**config.mk**
```make
export PLATFORM = sky130hd
export DESIGN_NAME = lba_arbiter
export DESIGN_NICKNAME = d
export VERILOG_FILES = /design/src/lba_pkg.sv /design/src/lba_arbiter.sv /design/src/lba_reg32.sv /design/src/lba_wait_cnt.sv
export SDC_FILE = /design/constraint.sdc
export NUM_CORES = 1
export LEC_CHECK = 0
export BUFFER_PORTS_ARGS = -buffer_cell sky130_fd_sc_hd__buf_4
export CORE_MARGIN = 8
export CORE_UTILIZATION = 30
export DETAILED_ROUTE_END_ITERATION = 7
export PLACE_DENSITY = 0.43
export SETUP_SLACK_MARGIN = 0.3
export SLEW_MARGIN = 15
export SYNTH_ARGS = -nofsm -noshare
export SYNTH_HDL_FRONTEND = slang
export SYNTH_SLANG_ARGS = --single-unit
```
**constraint.sdc**
```tcl
create_clock -name CORE_CLK_IN -period 25 [get_ports CORE_CLK_IN]
set_clock_uncertainty 0.2 [all_clocks]
set_input_delay 2.5 -clock CORE_CLK_IN [delete_from_list [all_inputs] [get_ports CORE_CLK_IN]]
set_output_delay 2.5 -clock CORE_CLK_IN [all_outputs]
set_load 0.1 [all_outputs]
```
**src/lba_pkg.sv**
```systemverilog
// Constants shared by the level-2 bandwidth arbiter and its helper modules.
// Assumes one 125 MHz clock and an APB register port with 32-bit data.
package lba_pkg;
    // Bus and field widths.
    localparam int unsigned DATA_W     = 32;
    localparam int unsigned PRI_W      = 3;
    localparam int unsigned NREQ       = 4;
    localparam int unsigned CNT_W      = 8;
    localparam int unsigned BUF_SIZE_W = 16;
    localparam int unsigned MST_ID_W   = 4;
    // Register byte addresses.
    localparam logic [31:0] ADDR_DMA_SRC   = 32'h0182_0108;
    localparam logic [31:0] ADDR_DMA_DST   = 32'h0182_010C;
    localparam logic [31:0] ADDR_DMA_CNT   = 32'h0182_0110;
    localparam logic [31:0] ADDR_CORE_PRI  = 32'h0184_1000;
    localparam logic [31:0] ADDR_THRESHOLD = 32'h0184_1004;
    localparam logic [31:0] ADDR_STATUS    = 32'h0184_1008;
    localparam logic [31:0] ADDR_MST_PRI1  = 32'h01C1_4114;
    localparam logic [31:0] ADDR_MST_PRI2  = 32'h01C1_4118;
    // Field positions.
    localparam int unsigned DMA_PRI_LSB   = 29;
    localparam int unsigned CORE_PRI_LSB  = 0;
    localparam int unsigned THRESH_LSB    = 0;
    localparam int unsigned MST_NIB_SHIFT = 2;
    localparam int unsigned ST_PEND_LSB   = 0;
    localparam int unsigned ST_STARV_LSB  = 4;
    localparam int unsigned ST_GRANT_LSB  = 8;
    // Reset values.
    localparam logic [31:0] RST_ZERO      = 32'h0000_0000;
    localparam logic [31:0] RST_CORE_PRI  = 32'h0000_0001;
    localparam logic [31:0] RST_DMA_CNT   = 32'h8000_0000;
    localparam logic [31:0] RST_MST_PRI   = 32'h4444_4444;
    localparam logic [31:0] RST_THRESHOLD = 32'h0000_0010;
    // Priority level used by the arbiter's own command traffic.
    localparam logic [PRI_W-1:0] CMD_PRI = 3'h7;
    // Requester indices.
    localparam logic [1:0] REQ_CORE = 2'h0;
    localparam logic [1:0] REQ_INTERNAL_DMA_ENGINE = 2'h1;
    localparam logic [1:0] REQ_SLAVE_DMA_PORT = 2'h2;
    localparam logic [1:0] REQ_CMD  = 2'h3;
endpackage : lba_pkg

```
**src/lba_arbiter.sv**
```systemverilog
// Level-2 RAM bandwidth arbiter with its APB register file.
// Assumes requesters hold a request level until they see their grant pulse,
// then drop it in the following cycle; all inputs share CORE_CLK_IN.
//
// Functional notes
// - One grant at a time shares level-2 bandwidth between core and non-core requests.
// - Every non-core request, from the internal DMA engine or the slave port, is DMA class.
// - Grants follow each class's programmed priority, the lower value being more urgent.
// - Each requester counts the cycles its pending request is held off by higher priority.
// - A requester whose count reaches the starvation threshold wins a slice regardless.
// - An equal-priority tie between core and DMA goes to the core unless a requester is starved.
// - Back-to-back core requests at equal priority cannot hold off DMA: the core sits out the cycle after each grant.
// - The arbiter's own command traffic requests at priority level 7.
// - Equal priorities among the DMA requesters share fairly without penalty.
// - The core priority comes from the core arbitration priority register.
// - The DMA engine priority is a shifted field of its count register beside the size.
// - Slave-port requests take the priority field of their originating bus master.
//
// Implementation choice: the APB interface to the registers.
module lba_arbiter (
    input  wire logic                         CORE_CLK_IN,     // Core clock, 125 MHz.
    input  wire logic                         RESET_IN,        // Asynchronous reset, high.
    input  wire logic                         PSEL_IN,         // APB select.
    input  wire logic                         PENABLE_IN,      // APB access phase.
    input  wire logic                         PWRITE_IN,       // APB write.
    input  wire logic [31:0]                  PADDR_IN,        // APB byte address.
    input  wire logic [31:0]                  PWDATA_IN,       // APB write data.
    input  wire logic [3:0]                   PSTRB_IN,        // APB byte strobes.
    output logic      [31:0]                  PRDATA_OUT,      // APB read data.
    output logic                              PREADY_OUT,      // APB ready.
    output logic                              PSLVERR_OUT,     // APB unmapped address.
    input  wire logic                         CORE_REQ_IN,     // Core request level.
    input  wire logic                         INTERNAL_DMA_ENGINE_REQ_IN,     // DMA engine request level.
    input  wire logic                         SLAVE_DMA_PORT_REQ_IN,     // Slave-port request level.
    input  wire logic [lba_pkg::MST_ID_W-1:0] SLAVE_DMA_PORT_MASTER_IN,  // Slave-port master id.
    input  wire logic                         CMD_REQ_IN,      // Command logic request.
    output logic                              CORE_GRANT_OUT,  // Core grant pulse.
    output logic                              INTERNAL_DMA_ENGINE_GRANT_OUT,  // DMA engine grant pulse.
    output logic                              SLAVE_DMA_PORT_GRANT_OUT,  // Slave-port grant pulse.
    output logic                              CMD_GRANT_OUT,   // Command grant pulse.
    output logic      [31:0]                  DMA_SRC_OUT,     // DMA engine source.
    output logic      [31:0]                  DMA_DST_OUT,     // DMA engine destination.
    output logic      [lba_pkg::BUF_SIZE_W-1:0] DMA_SIZE_OUT   // DMA engine buffer size.
);
    localparam int unsigned PW = lba_pkg::PRI_W;
    localparam int unsigned NR = lba_pkg::NREQ;

    // Register file values.
    logic [31:0] src_q;
    logic [31:0] dst_q;
    logic [31:0] cnt_q;
    logic [31:0] core_q;
    logic [31:0] thr_q;
    logic [31:0] mst1_q;
    logic [31:0] mst2_q;

    // APB handshake state.
    logic        setup_w;
    logic        access_w;
    logic        wr_en_w;
    logic        hit_src_w;
    logic        hit_dst_w;
    logic        hit_cnt_w;
    logic        hit_core_w;
    logic        hit_thr_w;
    logic        hit_stat_w;
    logic        hit_mst1_w;
    logic        hit_mst2_w;
    logic        hit_any_w;
    logic [31:0] rd_mux_w;
    logic [31:0] status_w;
    logic [31:0] rdata_r;
    logic        ready_r;
    logic        slverr_r;

    // Arbitration state.
    logic [NR-1:0]    req_w;
    logic [NR-1:0]    elig_w;
    logic [NR-1:0]    starved_w;
    logic [NR-1:0]    blocked_w;
    logic [NR-1:0]    win_w;
    logic [NR-1:0]    grant_r;
    logic [NR-1:0]    last_grant_r;
    logic [PW-1:0]    pri_w [NR];
    logic [PW-1:0]    best_pri_w;
    logic [PW-1:0]    win_pri_w;
    logic             any_elig_w;
    logic             any_starved_w;
    logic [31:0]      mst_word_w;
    logic [4:0]       mst_bit_w;
    logic [1:0]       rr_r;
    logic [1:0]       rr_nxt;

    // APB phase decode; the slave answers with no wait states.
    assign setup_w  = PSEL_IN && !PENABLE_IN;
    assign access_w = PSEL_IN && PENABLE_IN && ready_r;
    assign wr_en_w  = access_w && PWRITE_IN && !slverr_r;

    // Address decode for every mapped word.
    assign hit_src_w  = (PADDR_IN == lba_pkg::ADDR_DMA_SRC);
    assign hit_dst_w  = (PADDR_IN == lba_pkg::ADDR_DMA_DST);
    assign hit_cnt_w  = (PADDR_IN == lba_pkg::ADDR_DMA_CNT);
    assign hit_core_w = (PADDR_IN == lba_pkg::ADDR_CORE_PRI);
    assign hit_thr_w  = (PADDR_IN == lba_pkg::ADDR_THRESHOLD);
    assign hit_stat_w = (PADDR_IN == lba_pkg::ADDR_STATUS);
    assign hit_mst1_w = (PADDR_IN == lba_pkg::ADDR_MST_PRI1);
    assign hit_mst2_w = (PADDR_IN == lba_pkg::ADDR_MST_PRI2);
    assign hit_any_w  = hit_src_w | hit_dst_w | hit_cnt_w | hit_core_w
                      | hit_thr_w | hit_stat_w | hit_mst1_w | hit_mst2_w;

    // Software-visible arbiter state: pending, starved and last grant.
    assign status_w = (32'(req_w) << lba_pkg::ST_PEND_LSB)
                    | (32'(starved_w) << lba_pkg::ST_STARV_LSB)
                    | (32'(last_grant_r) << lba_pkg::ST_GRANT_LSB);

    // Read data selection; unmapped words read as zero.
    assign rd_mux_w = hit_src_w  ? src_q  :
                      hit_dst_w  ? dst_q  :
                      hit_cnt_w  ? cnt_q  :
                      hit_core_w ? core_q :
                      hit_thr_w  ? thr_q  :
                      hit_stat_w ? status_w :
                      hit_mst1_w ? mst1_q :
                      hit_mst2_w ? mst2_q : lba_pkg::RST_ZERO;

    // Capture the answer in the setup cycle so it stands for the access cycle.
    always_ff @(posedge CORE_CLK_IN or posedge RESET_IN) begin
        if (RESET_IN) begin
            ready_r  <= 1'b0;
            slverr_r <= 1'b0;
            rdata_r  <= lba_pkg::RST_ZERO;
        end else begin
            ready_r  <= setup_w;
            slverr_r <= setup_w && !hit_any_w;
            if (setup_w && !PWRITE_IN) begin
                rdata_r <= rd_mux_w;
            end
        end
    end

    assign PREADY_OUT  = ready_r;
    assign PSLVERR_OUT = slverr_r;
    assign PRDATA_OUT  = rdata_r;

    lba_reg32 #(.RESET_VAL(lba_pkg::RST_ZERO)) u_src (
        .clk_in   (CORE_CLK_IN),
        .rst_in   (RESET_IN),
        .we_in    (wr_en_w && hit_src_w),
        .strb_in  (PSTRB_IN),
        .wdata_in (PWDATA_IN),
        .q_out    (src_q)
    );

    lba_reg32 #(.RESET_VAL(lba_pkg::RST_ZERO)) u_dst (
        .clk_in   (CORE_CLK_IN),
        .rst_in   (RESET_IN),
        .we_in    (wr_en_w && hit_dst_w),
        .strb_in  (PSTRB_IN),
        .wdata_in (PWDATA_IN),
        .q_out    (dst_q)
    );

    lba_reg32 #(.RESET_VAL(lba_pkg::RST_DMA_CNT)) u_cnt (
        .clk_in   (CORE_CLK_IN),
        .rst_in   (RESET_IN),
        .we_in    (wr_en_w && hit_cnt_w),
        .strb_in  (PSTRB_IN),
        .wdata_in (PWDATA_IN),
        .q_out    (cnt_q)
    );

    lba_reg32 #(.RESET_VAL(lba_pkg::RST_CORE_PRI)) u_core (
        .clk_in   (CORE_CLK_IN),
        .rst_in   (RESET_IN),
        .we_in    (wr_en_w && hit_core_w),
        .strb_in  (PSTRB_IN),
        .wdata_in (PWDATA_IN),
        .q_out    (core_q)
    );

    lba_reg32 #(.RESET_VAL(lba_pkg::RST_THRESHOLD)) u_thr (
        .clk_in   (CORE_CLK_IN),
        .rst_in   (RESET_IN),
        .we_in    (wr_en_w && hit_thr_w),
        .strb_in  (PSTRB_IN),
        .wdata_in (PWDATA_IN),
        .q_out    (thr_q)
    );

    lba_reg32 #(.RESET_VAL(lba_pkg::RST_MST_PRI)) u_mst1 (
        .clk_in   (CORE_CLK_IN),
        .rst_in   (RESET_IN),
        .we_in    (wr_en_w && hit_mst1_w),
        .strb_in  (PSTRB_IN),
        .wdata_in (PWDATA_IN),
        .q_out    (mst1_q)
    );

    lba_reg32 #(.RESET_VAL(lba_pkg::RST_MST_PRI)) u_mst2 (
        .clk_in   (CORE_CLK_IN),
        .rst_in   (RESET_IN),
        .we_in    (wr_en_w && hit_mst2_w),
        .strb_in  (PSTRB_IN),
        .wdata_in (PWDATA_IN),
        .q_out    (mst2_q)
    );

    // The DMA engine transfer setup leaves the block as plain register values.
    assign DMA_SRC_OUT  = src_q;
    assign DMA_DST_OUT  = dst_q;
    assign DMA_SIZE_OUT = cnt_q[lba_pkg::BUF_SIZE_W-1:0];

    assign req_w[lba_pkg::REQ_CORE] = CORE_REQ_IN;
    assign req_w[lba_pkg::REQ_INTERNAL_DMA_ENGINE] = INTERNAL_DMA_ENGINE_REQ_IN;
    assign req_w[lba_pkg::REQ_SLAVE_DMA_PORT] = SLAVE_DMA_PORT_REQ_IN;
    assign req_w[lba_pkg::REQ_CMD]  = CMD_REQ_IN;

    // skip a requester still seeing its grant.
    assign elig_w = req_w & ~grant_r;

    assign mst_word_w = SLAVE_DMA_PORT_MASTER_IN[lba_pkg::MST_ID_W-1] ? mst2_q : mst1_q;
    assign mst_bit_w  = 5'(SLAVE_DMA_PORT_MASTER_IN[lba_pkg::MST_ID_W-2:0]) << lba_pkg::MST_NIB_SHIFT;

    assign pri_w[lba_pkg::REQ_CORE] = core_q[lba_pkg::CORE_PRI_LSB +: PW];
    assign pri_w[lba_pkg::REQ_INTERNAL_DMA_ENGINE] = cnt_q[lba_pkg::DMA_PRI_LSB +: PW];
    assign pri_w[lba_pkg::REQ_SLAVE_DMA_PORT] = mst_word_w[mst_bit_w +: PW];
    assign pri_w[lba_pkg::REQ_CMD]  = lba_pkg::CMD_PRI;

    always_comb begin
        best_pri_w    = '1;
        any_elig_w    = 1'b0;
        any_starved_w = 1'b0;
        for (int i = 0; i < NR; i++) begin
            if (elig_w[i]) begin
                any_elig_w = 1'b1;
                if (pri_w[i] < best_pri_w) begin
                    best_pri_w = pri_w[i];
                end
            end
            if (elig_w[i] && starved_w[i]) begin
                any_starved_w = 1'b1;
            end
        end
    end

    // Choose one winner: a starved requester first, else the most urgent level.
    always_comb begin
        logic [1:0] k;
        logic       done;
        k    = '0;
        done = 1'b0;
        win_w = '0;
        if (any_starved_w) begin
            for (int n = 0; n < NR; n++) begin
                k = 2'(rr_r + 2'(n));
                if (!done && elig_w[k] && starved_w[k]) begin
                    win_w[k] = 1'b1;
                    done     = 1'b1;
                end
            end
        end else if (elig_w[lba_pkg::REQ_CORE]
                     && (pri_w[lba_pkg::REQ_CORE] == best_pri_w)) begin
            win_w[lba_pkg::REQ_CORE] = 1'b1;
        end else begin
            for (int n = 0; n < NR; n++) begin
                k = 2'(rr_r + 2'(n));
                if (!done && (k != lba_pkg::REQ_CORE) && elig_w[k]
                    && (pri_w[k] == best_pri_w)) begin
                    win_w[k] = 1'b1;
                    done     = 1'b1;
                end
            end
        end
    end

    // Level of the chosen winner, used to judge who was held off.
    always_comb begin
        win_pri_w = '1;
        for (int i = 0; i < NR; i++) begin
            if (win_w[i]) begin
                win_pri_w = pri_w[i];
            end
        end
    end

    assign blocked_w = elig_w & ~win_w
                     & {NR{any_elig_w}}
                     & {(pri_w[3] > win_pri_w), (pri_w[2] > win_pri_w),
                        (pri_w[1] > win_pri_w), (pri_w[0] > win_pri_w)};

    // Next rotation start sits just after a granted non-core requester (DMA engine, slave port or command).
    always_comb begin
        rr_nxt = rr_r;
        for (int i = 1; i < NR; i++) begin
            if (win_w[i]) begin
                rr_nxt = 2'(i + 1);
            end
        end
    end

    generate
        for (genvar g = 0; g < NR; g++) begin : g_wait
            lba_wait_cnt u_cnt (
                .clk_in      (CORE_CLK_IN),
                .rst_in      (RESET_IN),
                .clear_in    (win_w[g]),
                .block_in    (blocked_w[g]),
                .thresh_in   (thr_q[lba_pkg::THRESH_LSB +: lba_pkg::CNT_W]),
                .starved_out (starved_w[g])
            );
        end
    endgenerate

    always_ff @(posedge CORE_CLK_IN or posedge RESET_IN) begin
        if (RESET_IN) begin
            grant_r      <= '0;
            last_grant_r <= '0;
            rr_r         <= lba_pkg::REQ_INTERNAL_DMA_ENGINE;
        end else begin
            grant_r <= win_w;
            rr_r    <= rr_nxt;
            if (win_w != '0) begin
                last_grant_r <= win_w;
            end
        end
    end

    // Grant pulses leave straight from the grant flip-flops.
    assign CORE_GRANT_OUT = grant_r[lba_pkg::REQ_CORE];
    assign INTERNAL_DMA_ENGINE_GRANT_OUT = grant_r[lba_pkg::REQ_INTERNAL_DMA_ENGINE];
    assign SLAVE_DMA_PORT_GRANT_OUT = grant_r[lba_pkg::REQ_SLAVE_DMA_PORT];
    assign CMD_GRANT_OUT  = grant_r[lba_pkg::REQ_CMD];
endmodule : lba_arbiter

```
**src/lba_reg32.sv**
```systemverilog
// One software-writable 32-bit register with APB byte strobes.
// Assumes the caller decodes the address and qualifies the write strobe.
module lba_reg32 #(
    parameter logic [31:0] RESET_VAL = 32'h0000_0000
) (
    input  wire logic        clk_in,    // Core clock.
    input  wire logic        rst_in,    // Asynchronous reset, active high.
    input  wire logic        we_in,     // Write this cycle.
    input  wire logic [3:0]  strb_in,   // Byte lanes to write.
    input  wire logic [31:0] wdata_in,  // Write data.
    output logic      [31:0] q_out      // Stored value.
);
    logic [31:0] val_r;
    logic [31:0] val_nxt;

    // Merge the enabled byte lanes into the held value.
    always_comb begin
        val_nxt = val_r;
        for (int b = 0; b < 4; b++) begin
            if (we_in && strb_in[b]) begin
                val_nxt[b*8 +: 8] = wdata_in[b*8 +: 8];
            end
        end
    end

    // Hold the register.
    always_ff @(posedge clk_in or posedge rst_in) begin
        if (rst_in) begin
            val_r <= RESET_VAL;
        end else begin
            val_r <= val_nxt;
        end
    end

    assign q_out = val_r;
endmodule : lba_reg32

```
**src/lba_wait_cnt.sv**
```systemverilog
// Contention counter for one requester, saturating at its threshold.
// Assumes the caller states each cycle whether the request was held off.
module lba_wait_cnt (
    input  wire logic                      clk_in,     // Core clock.
    input  wire logic                      rst_in,     // Asynchronous reset, active high.
    input  wire logic                      clear_in,   // Requester granted this cycle.
    input  wire logic                      block_in,   // Held off by higher priority.
    input  wire logic [lba_pkg::CNT_W-1:0] thresh_in,  // Starvation threshold, zero is off.
    output logic                           starved_out // Count has reached the threshold.
);
    logic [lba_pkg::CNT_W-1:0] cnt_r;

    always_ff @(posedge clk_in or posedge rst_in) begin
        if (rst_in) begin
            cnt_r <= '0;
        end else if (clear_in) begin
            cnt_r <= '0;
        end else if (block_in && (cnt_r < thresh_in)) begin
            cnt_r <= cnt_r + 1'b1;
        end
    end

    assign starved_out = (thresh_in != '0) && (cnt_r >= thresh_in);
endmodule : lba_wait_cnt

```
==> results of run 1 <==
==> logic make-up (layout without fill, tap and decap cells) <==
| family | after synthesis | count (layout) | synth area share, % |
|---|---|---|---|
| AND/OR/NAND/NOR | 328 | 328 | 9.95 |
| other | 0 | 1 | 0 |
| multiplexers | 251 | 251 | 17.9 |
| buffers and inverters | 112 | 322 | 3.14 |
| flip-flops | 300 | 300 | 46.4 |
| XOR/XNOR | 31 | 31 | 1.72 |
| adder cells (fa/ha/maj) | 59 | 59 | 4.55 |
| AO/OA/AOI/OAI | 350 | 350 | 16.4 |
==> routing by layer <==
layer	wire length [µm]	share of wire [%]
met1	26100	46
met2	26800	47
met3	3270	5.7
met4	1060	1.9
met5	26	0.045
==> worst max path at each step <==
| stage | from | end | slack (ns) | cells past startpoint |
|---|---|---|---|---|
| 6_report | CORE_REQ_IN | g_wait[1].u_cnt.cnt_r[7] | 15.37 | 33 |
| 5_1_grt | CORE_REQ_IN | g_wait[1].u_cnt.cnt_r[7] | 14.83 | 33 |
| 4_1_cts | CORE_REQ_IN | g_wait[2].u_cnt.cnt_r[7] | 15.35 | 31 |
| 3_5_place_dp | CORE_REQ_IN | g_wait[2].u_cnt.cnt_r[7] | 14.76 | 31 |
| 3_3_place_gp | CORE_REQ_IN | g_wait[2].u_cnt.cnt_r[7] | 15.06 | 31 |
| 2_1_floorplan | RESET_IN | PRDATA_OUT[0] | 14.04 | 1 |
==> worst max-delay path: cells and delay by family <==
family / cells / cell delay (ns)
simple gates: 16 / 3.17
buf+inv: 3 / 0.28
compound gates: 9 / 2.64
xor+xnor: 2 / 0.44
fa+ha+maj: 3 / 0.80
==> stage by stage <==
step / setup WS [ns] / instances
4_1_cts: 15.35 / 2337
3_5_place_dp: 14.76 / 2265
6_report: 15.37 / 2338
3_3_place_gp: 15.06 / 2265
5_1_grt: 14.83 / 2337
2_1_floorplan: 14.04 / 1431
==> layout by cell type, fill, tap and decap left out, types with 7 or more instances in the layout <==
master and n:
a211oi_1 9, a21o_1 34, a21oi_1 36, a221o_1 11
a222oi_1 25, a22oi_1 60, a31oi_1 33, and2_1 15
buf_4 210, clkbuf_1 10, clkbuf_16 39, clkbuf_8 10
dfrtp_1 280, dfstp_2 20, ha_1 59, inv_1 35
mux2_1 7, mux2_2 218, mux2i_1 17, mux4_2 8
nand2_1 73, nand2b_1 16, nand3_1 23, nand4_1 23
nor2_1 95, nor2b_1 22, nor3_1 12, nor4_1 9
o211ai_1 8, o21a_1 13, o21ai_0 41, o221ai_1 9
o31ai_1 8, xnor2_1 18, xor2_1 12
==> flip-flops by register name (all words and copies together) (netlist names) <==
signal / cells
PRDATA_OUT: 32
g_wait.u_cnt.cnt_r: 32
u_cnt.q_out: 32
u_core.q_out: 32
u_dst.q_out: 32
u_mst1.q_out: 32
u_mst2.q_out: 32
u_src.q_out: 32
u_thr.q_out: 32
grant_r: 4
last_grant_r: 4
rr_r: 2
PREADY_OUT: 1
PSLVERR_OUT: 1
==> cell type report <==
cell class | count | area (µm²)
diodes | 1 | 2.50
clock buffers | 59 | 1150
clock inverters | 13 | 118
fillers | 5355 | 34100
inverters | 40 | 160
multi-input cells | 1019 | 8230
flip-flops and latches | 300 | 7530
well taps | 696 | 871
repair buffers | 210 | 1580
==> power by group through the flow <==
stage / Combinational [mW] / Clock (mW) / Sequential, mW
6_report: 0.485 / 0.548 / 0.535
5_1_grt: 0.533 / 0.587 / 0.538
4_1_cts: 0.486 / 0.567 / 0.535
3_5_place_dp: 0.485 / 0 / 0.543
3_3_place_gp: 0.480 / 0 / 0.544
2_1_floorplan: 0.340 / 0 / 0.548
==> cell usage after synthesis (10+ instances only) <==
| cell type | n |
|---|---|
| dfrtp_1 | 280 |
| a211oi_1 | 10 |
| nand3_1 | 23 |
| o21a_1 | 13 |
| xnor2_1 | 18 |
| a21o_1 | 34 |
| nand2b_1 | 17 |
| dfstp_2 | 20 |
| nand2_1 | 73 |
| inv_1 | 36 |
| nor2b_1 | 23 |
| o21ai_0 | 41 |
| nor3_1 | 13 |
| xor2_1 | 12 |
| mux2_2 | 218 |
| mux2i_1 | 17 |
| a221o_1 | 11 |
| clkbuf_1 | 46 |
| and2_1 | 15 |
| nand4_1 | 23 |
| a222oi_1 | 25 |
| nor2_1 | 99 |
| buf_4 | 16 |
| a21oi_1 | 37 |
| a22oi_1 | 60 |
| a31oi_1 | 33 |
| ha_1 | 59 |
==> flow_summary.ini, run 1 <==
[worst_setup_path]
crit_type = input pin to register
critPathArrivalTime_ns = 9.85
regToRegSetupSlack_ns = 16.88
crit_top_cell = nor2_1
cp_slowest_cell = a221o_1
rr_worst_depth = 31
start_kind = input pin
rr_endpoint = g_wait[1].u_cnt.cnt_r[7]
r2r-start = grant_r[0]
crit_path_max_fanout = 16
slowest_delay_ns = 0.59
crit_path_end_kind = register
critical_path_required_ns = 25.21

[yosys]
synthArstFlopShare_pct = 100
synthTopCellsByArea = dfrtp_1, mux2_2, ha_1
ys_types = 93
yosysTopAreaCell = dfrtp_1
synth-seq-area-share_pct = 46.4
avgSynthCellArea_um2 = 11.3
synth_edf_count = 0
ys_warn_count = 0
ys.flop_type = dfrtp_1
yosys.area.top_type_share_pct = 43.2
syn_nets = 1571
ys_ff_latch = 300
syn_area_um2 = 16200
postSynthCellCount = 1431

[sta]
slew_headroom_pct = 19.6
setup_violations = 0
rsz0062_at_grt = false
hold_ws_ns = 0.284
post-route-period-util_pct = 38.5
clock.fmax_ghz = 0.104
report.final.hold_viol_count = 0
period_needed_ns = 9.63
worst_pin_slew_ns = 1.20
tns_ns = 0
drv_slew = 0

[grt]
met2_usage_pct = 29.2
met3_usage_pct = 3.96
grt_use_met1_pct = 24.0
grt_pass1_wl_mm = 86.8
grt_use_total_pct = 17.9
antenna_found_initial = 3
globalRouteOverflowTotal = 0
first_global_vias = 13200
grt_max_degree = 107
grt.busiest_layer = met2

[route]
drt_pass1_iterations = 6
drtAntennaViolNets = 0
drt-total-wl_mm = 57.2
drt_iter0_drc = 805
drc = 0
vias_per_cell = 5.42
vias = 12700
post_drt_wl_per_cell_um = 24.5

[clocking]
cts_sinks = 300
htreeDepth = 2
cts-root-buf = clkbuf_16
cts_setup_buffers = 0
cts_tree = done
cts_resized = 0
ctsHoldBuffers = 0
clockBufferDepth = 3
clock_latency_ns = 0.57
numCtsBuffers = 39
path_clk_slew_ns = 0.05

[floorplan]
die_y_um = 249
io_pins = 199
rows = 85
die_area_um2 = 61800
core_area_um2 = 53700
start_util_pct = 30.2
die_x_um = 249

[run_status]
outcome = completed

[pwr]
power_density_nw_per_um2 = 79.8
combPwrFrac_pct = 30.9
clkPwrFrac_pct = 34.9
switching_share_pct = 36.3
p_switching_uw = 570
power.internal_uw = 998
irDropWorstVdd_mv = 0.0567
leakagePower_nw = 9.27
total_power_mw = 1.57
seqPwrFrac_pct = 34.1

[run]
cap_viol_max_count = 0

[worst_hold_path]
hp-class = register to register
worstHoldStart = PRDATA_OUT[24]
worstHoldPathCells = 1
whs_endpoint = PRDATA_OUT[24]

[place]
io_buffers = 198
gp_congestion = 0.811
post-dp-hpwl_mm = 41.7
placed_cell_area_um2 = 18400

[layout]
post_route_cells_drive_above_1_share_pct = 33.8
area_growth_pct = 21.0
fin_nets = 1750
postLayoutCoreUtil_pct = 36.6
final_area_um2 = 19600
Note: power is estimated with default switching activity, not from simulation.
==> run 2: changes to the inputs <==
Settings changed: ABC_AREA set to 1, PLACE_DENSITY 0.43 to 0.44.
Clock period 25 ns to 8.8 ns, I/O delays scaled along.
==> run 2 against run 1 <==
Compared with the run above: register-to-register slack worse by 14 ns; first-iteration DRC count is 17% higher; area after synthesis is 1.7% higher.
==> flow_summary.ini, run 2 <==
[run_status]
outcome = completed

[grt]
grt_use_total_pct = 18.7
globalRouteOverflowTotal = 0
first_global_vias = 15000
grt_max_degree = 173
antenna_found_initial = 2
grt_pass1_wl_mm = 92.2

[route]
drt_iter0_drc = 939
drtAntennaViolNets = 0
drt_pass1_iterations = 5
vias = 15000
vias_per_cell = 4.99
drc = 0
post_drt_wl_per_cell_um = 19.8
drt-total-wl_mm = 59.5

[sta]
slew_headroom_pct = 25.5
rsz0062_at_grt = false
report.final.hold_viol_count = 0
post-route-period-util_pct = 72.7
period_needed_ns = 6.40
tns_ns = 0
setup_violations = 0
clock.fmax_ghz = 0.156
worst_pin_slew_ns = 1.12
drv_slew = 0

[place]
post-dp-hpwl_mm = 43.8
io_buffers = 198
gp_congestion = 0.886

[floorplan]
die_y_um = 251
rows = 86
start_util_pct = 30.1
io_pins = 199
die_area_um2 = 62800
die_x_um = 251
core_area_um2 = 54800

[yosys]
ys_warn_count = 0
yosysMostFrequentCell = nand2_1
syn_area_um2 = 16500
synth_compound_area_share_pct = 15.5
ys.flop_type = dfrtp_1
ys_ff_latch = 300
synth_adder_area_share_pct = 4.47
synthMuxAreaShare_pct = 0
ys_types = 48
synth_edf_count = 0
synthTopCellsByArea = dfrtp_1, nand2_1, o21ai_0
yosysTopAreaCell = dfrtp_1
synth_top_family_by_area = simple AND/OR/NAND/NOR gates
synth-seq-area-share_pct = 45.7
synth_commonest_cells = nand2_1, o21ai_0, dfrtp_1
avgSynthCellArea_um2 = 7.85
syn_nets = 2242
synth-simple-area-share_pct = 25.3
synthArstFlopShare_pct = 100
synthXorXnorAreaFrac_pct = 0.849
postSynthCellCount = 2102
yosys.area.top_type_share_pct = 42.5

[clocking]
cts_resized = 0
numCtsBuffers = 39
clockBufferDepth = 3
cts_tree = done
path_clk_slew_ns = 0.06
cts_setup_buffers = 0
clock_latency_ns = 0.57
ctsHoldBuffers = 0
htreeDepth = 2
cts-root-buf = clkbuf_16
cts_sinks = 300

[pwr]
irDropWorstVdd_mv = 0.131
total_power_mw = 4.16
leakagePower_nw = 9.36
power_density_nw_per_um2 = 209

[worst_setup_path]
slowest_delay_ns = 0.87
critical_path_required_ns = 9.02
crit_path_end_kind = register
regToRegSetupSlack_ns = 2.40
start_kind = register
crit_path_max_fanout = 28
critPathArrivalTime_ns = 6.62
cp_slowest_cell = dfstp_2
crit_type = register to register
crit_top_cell = nand2_1

[layout]
most-common-layout-cells = nand2_1, o21ai_0, dfrtp_1, inv_1, buf_4
nFillCells = 5686
multi_input_area_um2 = 7640
seq_area_um2 = 7530
fin_nets = 2404
final_common_cell = nand2_1
area_growth_pct = 20.5
post_route_cells_drive_above_1_share_pct = 16.0
postLayoutCoreUtil_pct = 36.3

[worst_hold_path]
hp-class = input pin to async pin

[run]
cap_viol_max_count = 0
==> run 2: worst max-delay path, delay by kind of cell (launching register included) <==
family                   cells  cell delay [ns]
AND/OR/NAND/NOR             19             2.17
adder cells (fa/ha/maj)      2             1.06
buffers and inverters        3             1.03
flip-flops                   1             0.87
AO/OA/AOI/OAI                3             0.77
XOR/XNOR                     1             0.14
==> run 2: power by group <==
part / internal [mW] / leakage [nW] / total (mW) / switching, mW
Sequential: 1.42 / 4.10 / 1.47 / 0.0532
Clock: 0.963 / 0.637 / 1.62 / 0.655
Combinational: 0.325 / 4.62 / 1.06 / 0.740
Total: 2.71 / 9.36 / 4.16 / 1.45
==> run 2: area by class of cell <==
type	instances	share of cell area, %
Multi-Input combinational cell	1470	38.4
Antenna cell	2	0.0252
Tap cell	704	4.43
Timing Repair Buffer	214	8.14
Clock buffer	58	5.72
Clock inverter	14	0.849
Inverter	239	4.55
Sequential cell	300	37.9
==> run 2: path summary, 6_finish.rpt <==
| path | from | endpoint | depth (start not counted) |
|---|---|---|---|
| worst max-delay path | rr_r[0] | g_wait[2].u_cnt.cnt_r[7] | 28 |
| worst min-delay path | RESET_IN | PRDATA_OUT[19] | 2 |
| worst max register to register | rr_r[0] | g_wait[2].u_cnt.cnt_r[7] | 28 |
| worst min register to register | PRDATA_OUT[11] | PRDATA_OUT[11] | 2 |
| max in group asynchronous | RESET_IN | u_mst1.q_out[13] | 4 |
| min in group CORE_CLK_IN | PRDATA_OUT[11] | PRDATA_OUT[11] | 2 |
==> run 2: per-stage QoR <==
stage	setup WS (ns)	std cells	hold slack [ns]	cell area, µm²
after floorplan	3.17	2102	0.248	16500
after global placement	2.28	2927	0.261	18600
after detailed placement	2.06	2927	0.269	18600
after CTS	2.40	2999	0.250	19900
after global routing	1.69	2999	0.256	19900
final	2.40	3001	0.251	19900
==> run 2: cells by family (layout without fill, tap and decap cells) <==
group / after synthesis / after routing
compound gates: 449 / 449
xor+xnor: 16 / 16
fa+ha+maj: 59 / 59
buf+inv: 332 / 525
flops: 300 / 300
other cells: 0 / 2
simple gates: 946 / 946
==> run 2: layer usage <==
layer | global-route usage, % | routed length (µm) | vias up
li1 | - | - | 7307
met1 | 25.3 | 27800 | 7227
met2 | 30.0 | 27300 | 366
met3 | 3.93 | 2980 | 77
met4 | 4.82 | 1380 | 0
met5 | 0 | 0 | -
==> run 3: changes to the inputs <==
Settings changed: ABC_AREA 1 to 0, PLACE_DENSITY 0.44 to 0.43.
Clock period 8.8 ns to 6.4 ns, I/O delays scaled along.
==> run 3 against run 2 <==
Compared with the run above: sequential cell count is the same; non-clock buffer count up 88; setup slack lost 2.2 ns; routed wire length down 1.5%; sequential power grew 40%; maximum frequency up 3.2%; total power grew 66%; sequential share of layout area shrank 1.7 points; clock power increased by 30%; utilization up 2.5 points; clock-buffer cell count is 2 lower; largest cell class unchanged.
==> flow_summary.ini, run 3 (synthesized netlist as in run 1, its figures left out) <==
[run_status]
outcome = completed

[clocking]
path_clk_slew_ns = 0.06
htreeDepth = 2
cts_tree = done
cts_sinks = 300
cts-root-buf = clkbuf_16
numCtsBuffers = 38
clockBufferDepth = 3
clock_latency_ns = 0.57
ctsHoldBuffers = 0

[sta]
worst_pin_slew_ns = 1.14
clock.fmax_ghz = 0.161
drv_slew = 0
post-route-period-util_pct = 96.8
report.final.hold_viol_count = 0
period_needed_ns = 6.19
tns_ns = 0
slew_headroom_pct = 23.8
setup_violations = 0
hold_ws_ns = 0.0553
rsz0062_at_grt = true

[pwr]
clkPwrFrac_pct = 30.5
power_density_nw_per_um2 = 330
power.internal_mw = 4.38
combPwrFrac_pct = 39.5
leakagePower_nw = 9.77
total_power_mw = 6.88
p_switching_mw = 2.50
switching_share_pct = 36.4
seqPwrFrac_pct = 30.0
irDropWorstVdd_mv = 0.313

[grt]
globalRouteOverflowTotal = 0
grt_use_met1_pct = 25.0
met3_usage_pct = 3.43
grt_use_total_pct = 18.5
grt_pass1_wl_mm = 89.4
antenna_found_initial = 1
grt.busiest_layer = met2
first_global_vias = 13800
grt_max_degree = 178
met2_usage_pct = 30.0

[worst_setup_path]
crit_path_max_fanout = 5
critPathArrivalTime_ns = 6.48
start_kind = register
cp_slowest_cell = a2111o_1
slowest_delay_ns = 0.46
crit_path_end_kind = register
crit_top_cell = ha_4
regToRegSetupSlack_ns = 0.21
crit_type = register to register
critical_path_required_ns = 6.69

[layout]
fin_nets = 1841
multi_input_area_um2 = 8700
post_route_cells_drive_above_1_share_pct = 41.2
final_common_cell = buf_4
seq_area_um2 = 7530
most-common-layout-cells = buf_4, dfrtp_1, mux2_2, nor2_1, nand2_1
area_growth_pct = 28.4
nFillCells = 5238

[floorplan]
rows = 85
die_area_um2 = 61800
io_pins = 199
die_y_um = 249
start_util_pct = 30.2
core_area_um2 = 53700
die_x_um = 249

[place]
io_buffers = 198
gp_congestion = 0.847
post-dp-hpwl_mm = 43.0

[route]
drt_iter0_drc = 839
drtAntennaViolNets = 0
vias = 13200
drt_pass1_iterations = 6
drc = 0
vias_per_cell = 5.42
post_drt_wl_per_cell_um = 24.1
drt-total-wl_mm = 58.5

[run]
cap_viol_max_count = 0

[worst_hold_path]
hp-class = input pin to async pin
-- run 3: cell types whose count changed in the layout (fill, tap and decap cells not counted), sizes merged, moves of 23 or more --
cell	delta
a222oi	+25
nor2b	+23
a31oi	+32
inv	-199
mux2	+226
o21ai	-280
a21o	+34
buf	+88
nand2	-515
nand3	-132
nor2	-37
a22oi	+61
-- run 3: area by class of cell --
| cell class | count | area share (%) |
|---|---|---|
| Clock buffer | 56 | 5.32 |
| Antenna cell | 1 | 0.0120 |
| Clock inverter | 14 | 0.564 |
| Multi-Input combinational cell | 1019 | 41.7 |
| Sequential cell | 300 | 36.2 |
| Tap cell | 696 | 4.18 |
| Timing Repair Buffer | 302 | 11.3 |
| Inverter | 40 | 0.775 |
-- run 3: worst max-delay path, delay by kind of cell (launching register included) --
| family | cells | cell delay, ns |
|---|---|---|
| adders and majority gates | 3 | 0.73 |
| and+or+nand+nor | 13 | 2.02 |
| AOI/OAI and AO/OA | 11 | 2.25 |
| DFF | 1 | 0.42 |
| buffers and inverters | 4 | 0.46 |
-- run 3: layer usage --
layer / up-vias / share of wire, % / wire length [µm]
li1: 5956 / - / -
met1: 6770 / 46 / 26700
met2: 351 / 47 / 27400
met3: 77 / 5.3 / 3120
met4: 2 / 2.3 / 1370
met5: - / 0.022 / 13
-- run 3: path summary, 6_finish.rpt --
path                            depth (start not counted)            from                        to
worst max-delay path                                   31      grant_r[0]  g_wait[2].u_cnt.cnt_r[7]
worst min-delay path                                    3        RESET_IN           u_cnt.q_out[13]
worst max register to register                         31      grant_r[0]  g_wait[2].u_cnt.cnt_r[7]
worst min register to register                          1  PRDATA_OUT[29]            PRDATA_OUT[29]
max in group asynchronous                               4        RESET_IN                grant_r[0]
min in group CORE_CLK_IN                                2      PENABLE_IN                PREADY_OUT
-- run 3: power by group through the flow --
| stage | Combinational (mW) | Sequential (mW) | Clock [mW] |
|---|---|---|---|
| 5_1_grt | 2.91 | 2.07 | 2.23 |
| 3_3_place_gp | 2.43 | 2.09 | 0 |
| 2_1_floorplan | 1.45 | 2.14 | 0 |
| 6_report | 2.71 | 2.06 | 2.10 |
| 4_1_cts | 2.55 | 2.06 | 2.17 |
| 3_5_place_dp | 2.44 | 2.09 | 0 |
-- run 3: through the flow --
step	setup slack (ns)	area [µm²]	cells	util, %
floorplan	-0.360	16500	1431	-
global placement	-0.132	19200	2344	35.8
detailed placement	-0.262	19200	2344	35.8
CTS	0.255	20600	2420	38.3
global route	-0.0552	20800	2427	38.8
finish	0.205	20800	2428	38.8
-- run 3: what timing repair did --
| item | in CTS | in global routing |
|---|---|---|
| buffers inserted | 6 | 7 |
| hold endpoints to repair | 0 | 0 |
| pin swaps | 22 | 37 |
| endpoints found under the setup margin | 24 | 24 |
| gates resized for setup | 21 | 42 |
